$ cat config.mk
export PLATFORM = sky130hd
export DESIGN_NAME = sec_port
export DESIGN_NICKNAME = d
export VERILOG_FILES = /design/src/sec_pkg.sv /design/src/sec_prog_if.sv /design/src/sec_mem.sv /design/src/sec_fifo.sv /design/src/sec_port.sv
export SDC_FILE = /design/constraint.sdc
export NUM_CORES = 2
export LEC_CHECK = 0
export BUFFER_PORTS_ARGS = -buffer_cell sky130_fd_sc_hd__clkbuf_2
export CORE_MARGIN = 3
export CORE_UTILIZATION = 62
export DETAILED_ROUTE_END_ITERATION = 16
export GPL_TIMING_DRIVEN = 0
export PLACE_DENSITY_LB_ADDON = 0.25
export SETUP_SLACK_MARGIN = 0.4
export SLEW_MARGIN = 30
export SYNTH_ARGS = -nofsm -noshare
export SYNTH_HDL_FRONTEND = slang
export SYNTH_HIERARCHICAL = 1
export SYNTH_SLANG_ARGS = --single-unit
export TNS_END_PERCENT = 100
$ cat constraint.sdc
create_clock -name core_clk -period 13.3 [get_ports core_clk]
set_clock_uncertainty 0.1 [all_clocks]
set_input_delay 1.33 -clock core_clk [delete_from_list [all_inputs] [get_ports core_clk]]
set_output_delay 1.33 -clock core_clk [all_outputs]
set_load 0.05 [all_outputs]
$ cat src/sec_pkg.sv
// Operation
// - store 64 words of 16 bits
// - seven instructions, nine bits each, serially
// - start bit, opcode, address, then data
// - stopped shift clock keeps all state
// - only read and status drive data out
// - dummy zero precedes the 16 data bits
// - output changes on shift clock rise
// - read continues to next word, wrapping
// - programming disabled after power-up
// - enable holds until disable or power-off
// - enable and disable do not affect reads
// - programming commands ignored while disabled
// - write stores 16 data bits
// - write erases word before programming
// - select fall starts the programming cycle
// - status shown on output after 250 ns
// - select, input high, clock rise clear status
// - disable blocks programming until re-enabled
// - erase reports status like write
// - last 16 bits received form data
// - opcode and upper address select command
package sec_pkg;
  localparam int WORD_W     = 16;
  localparam int ADDR_W     = 6;
  localparam int WORDS      = 64;
  localparam int FIFO_DEPTH = 16;

  // opcodes and extended sub-commands
  localparam logic [1:0] OPC_EXT     = 2'h0;
  localparam logic [1:0] OPC_WRITE   = 2'h1;
  localparam logic [1:0] OPC_READ    = 2'h2;
  localparam logic [1:0] OPC_ERASE   = 2'h3;
  localparam logic [1:0] SUB_DISABLE = 2'h0;
  localparam logic [1:0] SUB_FILL    = 2'h1;
  localparam logic [1:0] SUB_CLEAR   = 2'h2;
  localparam logic [1:0] SUB_ENABLE  = 2'h3;

  // address range, erased value, dummy bit, bit counts
  localparam logic [ADDR_W-1:0] ADDR_FIRST  = 6'h00;
  localparam logic [ADDR_W-1:0] ADDR_LAST   = 6'h3F;
  localparam logic [WORD_W-1:0] ERASED_WORD = 16'hFFFF;
  localparam logic              DUMMY_BIT   = 1'h0;
  localparam logic [3:0]        OPC_END     = 4'h1;
  localparam logic [3:0]        ADDR_END    = 4'h5;
  localparam logic [3:0]        WORD_END    = 4'hF;

  // timing
  localparam int CLK_NS      = 20;
  localparam int STATUS_NS   = 250;
  localparam int STATUS_CYC  = (STATUS_NS + CLK_NS - 1) / CLK_NS;
  localparam int PROG_NS_DEF = 2000000;

  typedef enum logic [1:0] {
    PK_WRITE = 2'b00,
    PK_ERASE = 2'b01,
    PK_FILL  = 2'b10,
    PK_CLEAR = 2'b11
  } sec_kind_t;

  typedef struct packed {
    sec_kind_t         kind;
    logic [ADDR_W-1:0] addr;
    logic [WORD_W-1:0] data;
  } sec_cmd_t;

  localparam int CMD_W = $bits(sec_cmd_t);

  typedef enum logic [2:0] {
    D_IDLE = 3'b000,
    D_OPC  = 3'b001,
    D_ADDR = 3'b010,
    D_DATA = 3'b011,
    D_FALL = 3'b100,
    D_READ = 3'b101,
    D_DONE = 3'b110
  } sec_dec_t;

  typedef enum logic [1:0] {
    E_IDLE  = 2'b00,
    E_ERASE = 2'b01,
    E_WAIT  = 2'b10,
    E_PROG  = 2'b11
  } sec_eng_t;
endpackage : sec_pkg

$ cat src/sec_prog_if.sv
`timescale 1ns/1ns
// programming command stream between decoder, queue and engine
interface sec_prog_if #(parameter int W = 24) ();
  logic         valid;
  logic         ready;
  logic [W-1:0] data;
  modport src (output valid, output data, input ready);
  modport snk (input valid, input data, output ready);
endinterface : sec_prog_if

$ cat src/sec_mem.sv
`timescale 1ns/1ns
module sec_mem #(
  parameter int W     = sec_pkg::WORD_W,
  parameter int DEPTH = sec_pkg::WORDS,
  parameter int AW    = sec_pkg::ADDR_W
) (
  // clock and reset
  input  wire logic          clk,
  input  wire logic          rst,
  // write port
  input  wire logic          we,
  input  wire logic [AW-1:0] waddr,
  input  wire logic [W-1:0]  wdata,
  // read port, one cycle latency
  input  wire logic [AW-1:0] raddr,
  output logic      [W-1:0]  rdata
);
  // array is not reset: its contents survive like the cells they model
  logic [W-1:0] cells [DEPTH];

  always_ff @(posedge clk) begin
    if (we) begin
      cells[waddr] <= wdata;
    end
  end

  // registered read data
  always_ff @(posedge clk) begin
    if (rst) begin
      rdata <= '0;
    end else begin
      rdata <= cells[raddr];
    end
  end
endmodule : sec_mem

$ cat src/sec_fifo.sv
`timescale 1ns/1ns
module sec_fifo #(
  parameter int W     = sec_pkg::CMD_W,
  parameter int DEPTH = sec_pkg::FIFO_DEPTH
) (
  // clock and reset
  input  wire logic clk,
  input  wire logic rst,
  // filling and draining sides
  sec_prog_if.snk   in_p,
  sec_prog_if.src   out_p
);
  localparam int AW = $clog2(DEPTH);

  logic [W-1:0] slots [DEPTH];
  logic [AW:0]  wr_ptr_reg;
  logic [AW:0]  rd_ptr_reg;
  wire          empty = wr_ptr_reg == rd_ptr_reg;
  wire          full  = (wr_ptr_reg[AW] != rd_ptr_reg[AW]) &&
                        (wr_ptr_reg[AW-1:0] == rd_ptr_reg[AW-1:0]);
  wire          push  = in_p.valid & ~full;
  wire          pop   = out_p.ready & ~empty;

  // handshake flags
  assign in_p.ready  = ~full;
  assign out_p.valid = ~empty;
  assign out_p.data  = slots[rd_ptr_reg[AW-1:0]];

  always_ff @(posedge clk) begin
    if (push) begin
      slots[wr_ptr_reg[AW-1:0]] <= in_p.data;
    end
  end

  // extra pointer bit tells full from empty
  always_ff @(posedge clk) begin
    if (rst) begin
      wr_ptr_reg <= '0;
      rd_ptr_reg <= '0;
    end else begin
      wr_ptr_reg <= wr_ptr_reg + (AW+1)'(push);
      rd_ptr_reg <= rd_ptr_reg + (AW+1)'(pop);
    end
  end
endmodule : sec_fifo

$ cat src/sec_port.sv
`timescale 1ns/1ns
module sec_port #(
  parameter int PROG_NS = sec_pkg::PROG_NS_DEF
) (
  // clock and reset
  input  wire logic core_clk,
  input  wire logic sys_rst,
  // serial pins from the host
  input  wire logic select_pin,
  input  wire logic shift_clock,
  input  wire logic serial_in,
  // serial output pin
  output logic      serial_out,
  output logic      serial_out_oe,
  // state seen by the surrounding chip
  output logic      prog_enabled,
  output logic      prog_busy
);
  import sec_pkg::*;

  localparam int          PROG_CYC_I = (PROG_NS / CLK_NS < 1) ? 1 :
                                       PROG_NS / CLK_NS;
  localparam logic [31:0] PROG_LAST  = 32'(PROG_CYC_I - 1);
  localparam logic [3:0]  STATUS_END = 4'(STATUS_CYC);

  ////////////////////////////////////////////////////////////////////////
  // pin synchronisers

  logic sel_s1_reg;
  logic sel_s2_reg;
  logic sel_s3_reg;
  logic shift_s1_reg;
  logic shift_s2_reg;
  logic shift_s3_reg;
  logic din_s1_reg;
  logic din_s2_reg;

  // all pins take the same two stages so data and clock stay aligned
  always_ff @(posedge core_clk) begin
    if (sys_rst) begin
      sel_s1_reg   <= 1'b0;
      sel_s2_reg   <= 1'b0;
      sel_s3_reg   <= 1'b0;
      shift_s1_reg <= 1'b0;
      shift_s2_reg <= 1'b0;
      shift_s3_reg <= 1'b0;
      din_s1_reg   <= 1'b0;
      din_s2_reg   <= 1'b0;
    end else begin
      sel_s1_reg   <= select_pin;
      sel_s2_reg   <= sel_s1_reg;
      sel_s3_reg   <= sel_s2_reg;
      shift_s1_reg <= shift_clock;
      shift_s2_reg <= shift_s1_reg;
      shift_s3_reg <= shift_s2_reg;
      din_s1_reg   <= serial_in;
      din_s2_reg   <= din_s1_reg;
    end
  end

  // edge events; no timeout anywhere, a parked clock just freezes state
  wire din        = din_s2_reg;
  wire shift_rise = shift_s2_reg & ~shift_s3_reg & sel_s2_reg;
  wire sel_fall = ~sel_s2_reg & sel_s3_reg;

  ////////////////////////////////////////////////////////////////////////
  // instruction decoder

  sec_dec_t            dec_state_reg;
  sec_dec_t            dec_next;
  logic [3:0]          bit_cnt_reg;
  logic [1:0]          opc_reg;
  logic [ADDR_W-1:0]   addr_reg;
  logic [WORD_W-1:0]   data_reg;
  logic                enabled_reg;
  logic                status_show_reg;
  logic [3:0]          status_age_reg;
  logic                busy_reg;

  // shift-in values, msb first
  wire [1:0]        opc_next  = {opc_reg[0], din};
  wire [ADDR_W-1:0] addr_next = {addr_reg[ADDR_W-2:0], din};
  wire [WORD_W-1:0] data_next = {data_reg[WORD_W-2:0], din};
  wire [1:0]        sub_next  = addr_next[ADDR_W-1:ADDR_W-2];
  wire [1:0]        sub_held  = addr_reg[ADDR_W-1:ADDR_W-2];

  // decode of the completed nine-bit instruction
  wire in_opc    = dec_state_reg == D_OPC;
  wire in_addr   = dec_state_reg == D_ADDR;
  wire in_data   = dec_state_reg == D_DATA;
  wire in_read   = dec_state_reg == D_READ;
  wire start_bit = shift_rise & (dec_state_reg == D_IDLE) & din;
  wire opc_done  = shift_rise & in_opc & (bit_cnt_reg == OPC_END);
  wire addr_done = shift_rise & in_addr & (bit_cnt_reg == ADDR_END);
  wire is_ext    = opc_reg == OPC_EXT;
  wire rd_start  = addr_done & (opc_reg == OPC_READ);
  wire en_set    = addr_done & is_ext & (sub_next == SUB_ENABLE);
  wire en_clr    = addr_done & is_ext & (sub_next == SUB_DISABLE);

  // programming kinds; a held-low enable sends them to D_DONE
  wire wants_data = (opc_reg == OPC_WRITE) |
                    (is_ext & (sub_next == SUB_FILL));
  wire wants_fall = (opc_reg == OPC_ERASE) |
                    (is_ext & (sub_next == SUB_CLEAR));

  // next decoder state
  always_comb begin
    dec_next = dec_state_reg;
    if (~sel_s2_reg) begin
      dec_next = D_IDLE;
    end else if (shift_rise) begin
      case (dec_state_reg)
        D_IDLE: begin
          if (din) begin
            dec_next = D_OPC;
          end
        end
        D_OPC: begin
          if (bit_cnt_reg == OPC_END) begin
            dec_next = D_ADDR;
          end
        end
        D_ADDR: begin
          if (bit_cnt_reg == ADDR_END) begin
            if (opc_reg == OPC_READ) begin
              dec_next = D_READ;
            end else if (wants_data & enabled_reg) begin
              dec_next = D_DATA;
            end else if (wants_fall & enabled_reg) begin
              dec_next = D_FALL;
            end else begin
              dec_next = D_DONE;
            end
          end
        end
        default: begin
          dec_next = dec_state_reg;
        end
      endcase
    end
  end

  // bit counter restarts at the start bit and at the opcode to address boundary
  wire [3:0] bit_cnt_next = (start_bit | opc_done) ? 4'h0 :
                            (shift_rise & (in_opc | in_addr)) ?
                            bit_cnt_reg + 4'h1 : bit_cnt_reg;

  // decoder registers; the enable latch clears only on reset or command
  always_ff @(posedge core_clk) begin
    if (sys_rst) begin
      dec_state_reg <= D_IDLE;
      bit_cnt_reg   <= 4'h0;
      opc_reg       <= 2'h0;
      addr_reg      <= '0;
      data_reg      <= '0;
      enabled_reg   <= 1'b0;
    end else begin
      dec_state_reg <= dec_next;
      bit_cnt_reg   <= bit_cnt_next;
      if (shift_rise & in_opc) begin
        opc_reg <= opc_next;
      end
      if (shift_rise & in_addr) begin
        addr_reg <= addr_next;
      end
      // every bit after the start bit passes here, so the final
      // sixteen received are what a short or long write stores
      if (shift_rise & (in_opc | in_addr | in_data)) begin
        data_reg <= data_next;
      end
      if (en_set) begin
        enabled_reg <= 1'b1;
      end else if (en_clr) begin
        enabled_reg <= 1'b0;
      end
    end
  end

  ////////////////////////////////////////////////////////////////////////
  // command queue toward the programming engine

  sec_prog_if #(.W(CMD_W)) fifo_in ();
  sec_prog_if #(.W(CMD_W)) fifo_out ();

  sec_cmd_t  push_cmd;
  sec_kind_t push_kind;

  // the host is expected to drop select before any further clock rise
  wire armed = (dec_state_reg == D_DATA) | (dec_state_reg == D_FALL);
  wire push  = sel_fall & armed & fifo_in.ready;

  // kind from the held opcode and upper address bits
  assign push_kind = (opc_reg == OPC_WRITE) ? PK_WRITE :
                     (opc_reg == OPC_ERASE) ? PK_ERASE :
                     (sub_held == SUB_FILL) ? PK_FILL : PK_CLEAR;
  assign push_cmd  = '{kind: push_kind, addr: addr_reg, data: data_reg};

  // a full queue drops the command rather than stalling the host
  assign fifo_in.valid = sel_fall & armed;
  assign fifo_in.data  = push_cmd;

  sec_fifo #(
    .W     (CMD_W),
    .DEPTH (FIFO_DEPTH)
  ) u_fifo (
    .clk   (core_clk),
    .rst   (sys_rst),
    .in_p  (fifo_in),
    .out_p (fifo_out)
  );

  ////////////////////////////////////////////////////////////////////////
  // self-timed programming engine

  sec_eng_t          eng_state_reg;
  sec_eng_t          eng_next;
  sec_cmd_t          eng_cmd_reg;
  sec_cmd_t          head_cmd;
  logic [ADDR_W-1:0] eng_addr_reg;
  logic [31:0]       eng_timer_reg;

  assign head_cmd = sec_cmd_t'(fifo_out.data);

  // engine only drains the queue when idle; a full queue drops further commands
  assign fifo_out.ready = eng_state_reg == E_IDLE;
  wire pop       = fifo_out.valid & fifo_out.ready;
  wire eng_all   = (eng_cmd_reg.kind == PK_FILL) |
                   (eng_cmd_reg.kind == PK_CLEAR);
  wire head_all  = (head_cmd.kind == PK_FILL) |
                   (head_cmd.kind == PK_CLEAR);
  wire eng_prog  = (eng_cmd_reg.kind == PK_WRITE) |
                   (eng_cmd_reg.kind == PK_FILL);
  wire sweep_end = ~eng_all | (eng_addr_reg == ADDR_LAST);
  wire time_up   = eng_timer_reg == PROG_LAST;
  wire [ADDR_W-1:0] start_addr = eng_all ? ADDR_FIRST : eng_cmd_reg.addr;

  // write port: erased pattern first, data after the cell time
  wire                mem_we    = (eng_state_reg == E_ERASE) |
                                  (eng_state_reg == E_PROG);
  wire [WORD_W-1:0]   mem_wdata = (eng_state_reg == E_ERASE) ?
                                  ERASED_WORD : eng_cmd_reg.data;

  // engine sequencing
  always_comb begin
    eng_next = eng_state_reg;
    case (eng_state_reg)
      E_IDLE: begin
        if (pop) begin
          eng_next = E_ERASE;
        end
      end
      E_ERASE: begin
        if (sweep_end) begin
          eng_next = E_WAIT;
        end
      end
      E_WAIT: begin
        if (time_up) begin
          eng_next = eng_prog ? E_PROG : E_IDLE;
        end
      end
      E_PROG: begin
        if (sweep_end) begin
          eng_next = E_IDLE;
        end
      end
      default: begin
        eng_next = E_IDLE;
      end
    endcase
  end

  // engine registers
  always_ff @(posedge core_clk) begin
    if (sys_rst) begin
      eng_state_reg <= E_IDLE;
      eng_cmd_reg   <= '0;
      eng_addr_reg  <= '0;
      eng_timer_reg <= 32'h0;
    end else begin
      eng_state_reg <= eng_next;
      if (pop) begin
        eng_cmd_reg  <= head_cmd;
        eng_addr_reg <= head_all ? ADDR_FIRST : head_cmd.addr;
      end else if (mem_we) begin
        eng_addr_reg <= sweep_end ? start_addr : eng_addr_reg + 6'h01;
      end
      eng_timer_reg <= (eng_state_reg == E_WAIT) ?
                       eng_timer_reg + 32'h1 : 32'h0;
    end
  end

  ////////////////////////////////////////////////////////////////////////
  // read path with auto increment

  logic [ADDR_W-1:0] rd_addr_reg;
  logic [WORD_W-1:0] rd_shift_reg;
  logic [3:0]        rd_cnt_reg;
  logic [1:0]        rd_pend_reg;
  logic [WORD_W-1:0] mem_rdata;

  // last bit of a word leaves: fetch the next one while select holds
  wire rd_shift = shift_rise & in_read;
  wire rd_wrap  = rd_shift & (rd_cnt_reg == WORD_END);
  wire rd_req   = rd_start | rd_wrap;

  sec_mem #(
    .W     (WORD_W),
    .DEPTH (WORDS),
    .AW    (ADDR_W)
  ) u_mem (
    .clk   (core_clk),
    .rst   (sys_rst),
    .we    (mem_we),
    .waddr (eng_addr_reg),
    .wdata (mem_wdata),
    .raddr (rd_addr_reg),
    .rdata (mem_rdata)
  );

  // address, fetch pipeline and shift register
  always_ff @(posedge core_clk) begin
    if (sys_rst) begin
      rd_addr_reg  <= '0;
      rd_shift_reg <= '0;
      rd_cnt_reg   <= 4'h0;
      rd_pend_reg  <= 2'h0;
    end else begin
      rd_pend_reg <= {rd_pend_reg[0], rd_req};
      if (rd_start) begin
        rd_addr_reg <= addr_next;
      end else if (rd_wrap) begin
        rd_addr_reg <= rd_addr_reg + 6'h01;
      end
      if (rd_pend_reg[1]) begin
        rd_shift_reg <= mem_rdata;
        rd_cnt_reg   <= 4'h0;
      end else if (rd_shift) begin
        rd_shift_reg <= {rd_shift_reg[WORD_W-2:0], 1'b0};
        rd_cnt_reg   <= rd_cnt_reg + 4'h1;
      end
    end
  end

  ////////////////////////////////////////////////////////////////////////
  // ready/busy status and serial output

  // status appears once select is back high and the age has run out
  wire status_ok = status_show_reg & (status_age_reg == STATUS_END) &
                   (dec_state_reg == D_IDLE);

  // read data wins; status is shown only between instructions
  wire out_next = rd_start ? DUMMY_BIT :
                  rd_shift ? rd_shift_reg[WORD_W-1] :
                  in_read  ? serial_out :
                  status_ok ? ~busy_reg : 1'b0;
  wire oe_next  = sel_s2_reg & (rd_start | in_read | status_ok);

  // status flag, its age counter, and the pin registers
  always_ff @(posedge core_clk) begin
    if (sys_rst) begin
      status_show_reg <= 1'b0;
      status_age_reg  <= 4'h0;
      busy_reg        <= 1'b0;
      serial_out      <= 1'b0;
      serial_out_oe   <= 1'b0;
      prog_enabled    <= 1'b0;
      prog_busy       <= 1'b0;
    end else begin
      if (push) begin
        status_show_reg <= 1'b1;
      end else if (start_bit) begin
        status_show_reg <= 1'b0;
      end
      if (push) begin
        status_age_reg <= 4'h0;
      end else if (status_age_reg != STATUS_END) begin
        status_age_reg <= status_age_reg + 4'h1;
      end
      busy_reg      <= (eng_state_reg != E_IDLE) | fifo_out.valid | push;
      serial_out    <= out_next;
      serial_out_oe <= oe_next;
      prog_enabled  <= enabled_reg;
      prog_busy     <= busy_reg;
    end
  end
endmodule : sec_port

* Yosys cells after proc, flatten, opt, wreduce, memory -nomap -nowiden *
Memory sizes are Yosys's and may differ from the RTL's. A register that Yosys moved wholly into a read port is not among the register bits.
Cells that the tools add are included.

operators by class
  equal/unequal tests = 37
  bitwise logic cells = 50
  add/sub/neg operators = 8
  muxes and demuxes = 38
  reduce and logical (&&, ||, !) cells = 21

operators with widths
  operator                                                           count
  16-bit two-way mux                                                 3
  6-bit two-way mux                                                  7
  32-bit by 1-bit adder with 32-bit output, second input constant    1
  32-bit by 17-bit == test with 1-bit output, second input constant  1
  1-bit bitwise AND                                                  27
  2-bit == test, second input constant                               10
  2-bit two-way mux                                                  8
  1-bit OR                                                           16
  3-bit two-way mux                                                  5
  4-bit by 1-bit adder with 4-bit output, second input constant      3
  6-bit by 1-bit adder with 6-bit output, second input constant      2
  1-bit two-way mux                                                  12
  2-bit nonzero test                                                 6
  2-bit OR reduction                                                 6
  5-bit by 1-bit adder with 5-bit output                             2
  2-bit != test, second input constant                               5
  3-bit case mux with 3 select lines                                 1
  2-bit by 1-bit == test with 1-bit output, second input constant    4
  4-bit == test, second input constant                               2
  2-bit logical NOT                                                  4
  2-bit case mux with 4 select lines                                 1
  1-bit inverter                                                     7
  3-bit by 2-bit == test with 1-bit output, second input constant    2
  3-bit == test, second input constant                               2
  15 further kinds                                                   17

storage, ports and cells
  output and inout bits = 4
  memories kept = 2
  input bits = 5
  register bits = 152
  bits in writable memories = 1408
  word-level logic and storage cells = 189

memory list
  memory        depth  bits a word  rd ports  clocked after memory_dff  write ports  line            text
  u_mem.cells   64     16           1         1                         1            sec_mem.sv:19   logic [W-1:0] cells [DEPTH];
  u_fifo.slots  16     24           1         1                         1            sec_fifo.sv:15  logic [W-1:0] slots [DEPTH];

* Longest topological paths before layout *
  word-level depth = 9
  depth in mapped cells = 12
  depth with buffers taken out = 9

* Modules after synthesis *
Netlist, hierarchy kept.

modules (own cells, without submodules)
  module    times used  seq. area each (µm²)  cells each  area each (µm²)
  sec_mem   1           31069.8               1764        39778.2
  sec_fifo  1           11731.3               715         15376.0
  sec_port  1           2842.7                744         6258.5

* Worst setup path before layout *
OpenSTA, ideal clock, no wires.

  path type = flip-flop to flip-flop
  from = register dec_state_reg[1]
  to = memory u_fifo.slots[4][0], enable pin
  path slack = 8.729 ns
  arrival = 3.996 ns
  data required time = 12.725 ns
  stages on the path, launching flop included = 7
  cell sequence = dfxtp_1 -> buf_2 -> or3b_2 -> a21oi_1 -> a21bo_1 -> buf_6 -> nor4b_1

on the way
  longest elaborated chain between the ends = 6
  elaborated cells between the ends (all ways) = 7
  classes of those cells = eq/ne: 2; mux: 2; bitwise: 3

ends and longest elaborated chain
  element                                                                           line              text
  from (decl)                                                                       sec_port.sv:69    sec_dec_t dec_state_reg;
  from (signal assigned)                                                            sec_port.sv:158   dec_state_reg <= dec_next;
  3-bit by 2-bit == test with 1-bit output / 3-bit == test (equally long branches)  sec_port.sv:189   wire armed = (dec_state_reg == D_DATA) | (dec_state_reg == D_FALL);
  1-bit OR *                                                                        sec_port.sv:189
  1-bit bitwise AND *                                                               sec_port.sv:199   assign fifo_in.valid = sel_fall & armed;
  via fifo_in.valid                                                                 sec_prog_if.sv:4  logic valid;
  1-bit bitwise AND *                                                               sec_fifo.sv:21    wire push = in_p.valid & ~full;
  1-bit two-way mux *                                                               sec_fifo.sv:30    if (push) begin
  1-bit two-way mux (not written as such) *                                         sec_fifo.sv:31    slots[wr_ptr_reg[AW-1:0]] <= in_p.data;
  to (decl)                                                                         sec_fifo.sv:15

The timed path passes the listed nets; every way through them passes the cells marked *.

==> flow_metrics.env <==
export IMPL_leakagePower_nw=21.7
export IMPL_start_util_pct=63.0
export IMPL_clk_latency_ns=0.77
export IMPL_combPwrFrac_pct=6.5
export IMPL_core_sq_um=97400
export IMPL_slowest_stage="o22ai_1"
export IMPL_synthFlopType="edfxtp_1"
export IMPL_crit_family="buffers and inverters"
export IMPL_grt_use_met1_pct=44.0
export IMPL_synthAdderAreaFrac_pct=0.244
export IMPL_crit_path_end_kind="flip-flop"
export IMPL_cts_resized=0
export IMPL_final_max_slew_viol_count=0
export IMPL_r2r_start="rd_addr_reg[3]$_SDFFE_PP0P_"
export IMPL_fin_crit_ns=4.34
export IMPL_status="finished, final reports clean"
export IMPL_gr_total_overflow=0
export IMPL_ff_latch_area_sq_um=45600
export IMPL_synth_xor_area_share_pct=0.670
export IMPL_synth_area_per_cell_sq_um=19.1
export IMPL_p_seq_share_pct=53.5
export IMPL_worst_path_buf_inv=3
export IMPL_antenna_found_initial=3
export IMPL_start_kind="flip-flop"
export IMPL_regToRegSetupSlack_ns=8.96
export IMPL_post_cts_setup_buffers=0
export IMPL_dieArea_sq_um=103000
export IMPL_fin_nets=3519
export IMPL_cts_buffers=156
export IMPL_synth_compound_area_share_pct=3.38
export IMPL_syn_instance_count=3223
export IMPL_critPathKind="reg -> reg"
export IMPL_clock_power_share_pct=39.9
export IMPL_layout_commonest_cell="edfxtp_1"
export IMPL_dr_total_vias=33900
export IMPL_dp_hpwl_mm=104
export IMPL_drc=0
export IMPL_cts_buffer_depth=3
export IMPL_min_from="sel_s1_reg$_SDFF_PP0_"
export IMPL_worst_path_largest_cell_delay_ns=0.80
export IMPL_max_slew_margin_pct=28.6
export IMPL_tightest_slew_ns=1.07
export IMPL_wl_per_cell_microns=32.7
export IMPL_cts_tree="yes"
export IMPL_finalCritPeriodShare_pct=32.6
export IMPL_drive_above_1_share_pct=24.2
export IMPL_worst_ep_arrival_time_ns=4.89
export IMPL_crit_chain="buf_2 > buf_1 > clkbuf_1 > nand3_1 > o22ai_1 > nor4_1 > a31o_2"
export IMPL_synth_cell_types=74
export IMPL_crit_fanout=10
export IMPL_fmax_ghz=0.230
export IMPL_place_gp_congestion=0.965
export IMPL_required_ns=13.85
export IMPL_cap_violations=0
export IMPL_power_mw=10.5
export IMPL_routed_wl_mm=160
export IMPL_p_per_area_nw_per_um2=151
export IMPL_grt_max_degree=65
export IMPL_clock_sinks=1576
export IMPL_synth_top_family_by_area="multiplexers"
export IMPL_drtIter0Drc=4854
export IMPL_final_fill_count=5630
export IMPL_synthMuxAreaShare_pct=14.9
export IMPL_grtUsageMet3_pct=7.77
export IMPL_synthToLayoutAreaGrowth_pct=13.4
export IMPL_busiest_layer="met2"
export IMPL_io_pins=9
export IMPL_hold_viol_final=0
export IMPL_holdBufCountCts=0
export IMPL_die_y_microns=321
export IMPL_hold_ws_ns=0.337
export IMPL_setup_worst_path_start="rd_addr_reg[3]$_SDFFE_PP0P_"
export IMPL_clk_pin_slew_worst_paths_ns=0.06
export IMPL_drt_pass1_iter_count=5
export IMPL_cts_root_buffer="clkbuf_16"
export IMPL_multi_input_area_sq_um=15200
export IMPL_synthesis_area_sq_um=61400
export IMPL_syn_nets=3240
export IMPL_yosysSeqAreaShare_pct=74.3
export IMPL_htree_levels=4
export IMPL_largest_reg_flops=1024
export IMPL_synth_seq_cells=1576
export IMPL_mostFrequentLayoutCells="1,408 x edfxtp_1, 291 x mux4_2, 168 x dfxtp_1"
export IMPL_met2_usage_pct=49.3
export IMPL_grt_usage_pct=31.7
export IMPL_setup_viol=0
export IMPL_async_flop_share_pct=0
export IMPL_fp_dieW_microns=321
export IMPL_grt_pass1_vias=33700
export IMPL_synth_edf_count=1408
export IMPL_peakVddDrop_uv=141
export IMPL_yosys_area_share_simple_pct=4.71
export IMPL_p_switching_mw=2.37
export IMPL_yosysWarnings=6
export IMPL_viasPerCell=6.91
export IMPL_final_antenna_net_count=0
export IMPL_rsz0062_at_grt="no"
export IMPL_fin_setup_tns_ns=0
export IMPL_switching_share_pct=22.5
export IMPL_grt_pass1_wl_mm=233
export IMPL_hp_class="reg -> reg"
export IMPL_placement_io_buffers=8
export IMPL_intPower_mw=8.16
export IMPL_rows=114
cell families after synthesis:
family / count (synthesis)
buffers and inverters: 200
AND/OR/NAND/NOR: 585
multiplexers: 487
adder cells (fa/ha/maj): 12
XOR/XNOR: 47
AO/OA/AOI/OAI: 316
flip-flops: 1576
layer usage:
metal  vias to the layer above  share of wire [%]  wire length, microns
met5                         -             0.0081                    13
met4                         2                4.7                  7550
met3                       439                 12                 19500
met2                      2410                 47                 75400
li1                      13600                  -                     -
met1                     17400                 36                 57800
stage by stage:
step                      area, sq um  setup WS, ns  cells  utilization [%]
after floorplan                 61400          8.73   3223                -
after global placement          63000          6.03   4507             64.7
after detailed placement        64700          9.24   4620             66.4
after CTS                       69600          9.19   4899             71.4
after global routing            69600          9.02   4899             71.5
final                           69600          8.96   4901             71.5
synthesized netlist by cell type, drive strengths merged (7+ instances only):
| master | n | area share [%] |
|---|---|---|
| dfxtp | 168 | 5.5 |
| nand2b | 48 | 0.49 |
| mux2 | 15 | 0.28 |
| a211oi | 10 | 0.12 |
| xor2 | 23 | 0.33 |
| mux2i | 144 | 2.3 |
| a31o | 7 | 0.10 |
| clkbuf | 77 | 0.47 |
| inv | 20 | 0.12 |
| a32oi | 29 | 0.41 |
| nand3b | 8 | 0.098 |
| a22oi | 48 | 0.59 |
| nand2 | 161 | 0.99 |
| mux4 | 328 | 12 |
| buf | 102 | 1.2 |
| a32o | 9 | 0.15 |
| nor3 | 34 | 0.29 |
| nor2 | 167 | 1.0 |
| nand4 | 12 | 0.13 |
| or4 | 7 | 0.086 |
| o21ai | 60 | 0.49 |
| nor4 | 26 | 0.32 |
| and2 | 7 | 0.071 |
| a21oi | 76 | 0.62 |
| ha | 12 | 0.24 |
| xnor2 | 24 | 0.34 |
| nor2b | 30 | 0.31 |
| a31oi | 10 | 0.10 |
| nand3 | 44 | 0.37 |
| edfxtp | 1408 | 69 |
| o22ai | 34 | 0.35 |
worst reg2reg max path, cell delays in order (launching register included):
cell and delay, ns:
dfxtp_1 0.39, buf_2 0.44, buf_1 0.81, clkbuf_1 0.62, nand3_1 0.53, o22ai_1 0.80, nor4_1 0.23, a31o_2 0.31
final timing paths:
check	endpoint	cells past startpoint
worst max-delay path	u_mem/rdata[1]$_SDFF_PP0_	7
worst min-delay path	sel_s2_reg$_SDFF_PP0_	1
worst max register to register	u_mem/rdata[1]$_SDFF_PP0_	7
worst min register to register	sel_s2_reg$_SDFF_PP0_	1
power groups by stage:
stage	Combinational (mW)	Clock [mW]	Sequential [mW]
6_report	0.689	4.20	5.63
5_1_grt	0.727	4.44	5.63
4_1_cts	0.680	4.25	5.63
3_5_place_dp	0.676	0	5.74
3_3_place_gp	0.549	0	5.78
2_1_floorplan	0.341	0	5.74
final cells by class:
type	instances	area share, %
sequential	1576	65.6
clock inverter	86	1.01
inverter	21	0.113
buffer	179	1.49
multi-input combinational	1447	21.9
tap	1276	2.29
timing repair buffer	121	1.65
clock buffer	193	5.97
antenna	2	0.00719
Power figures use the tool's default switching activity.
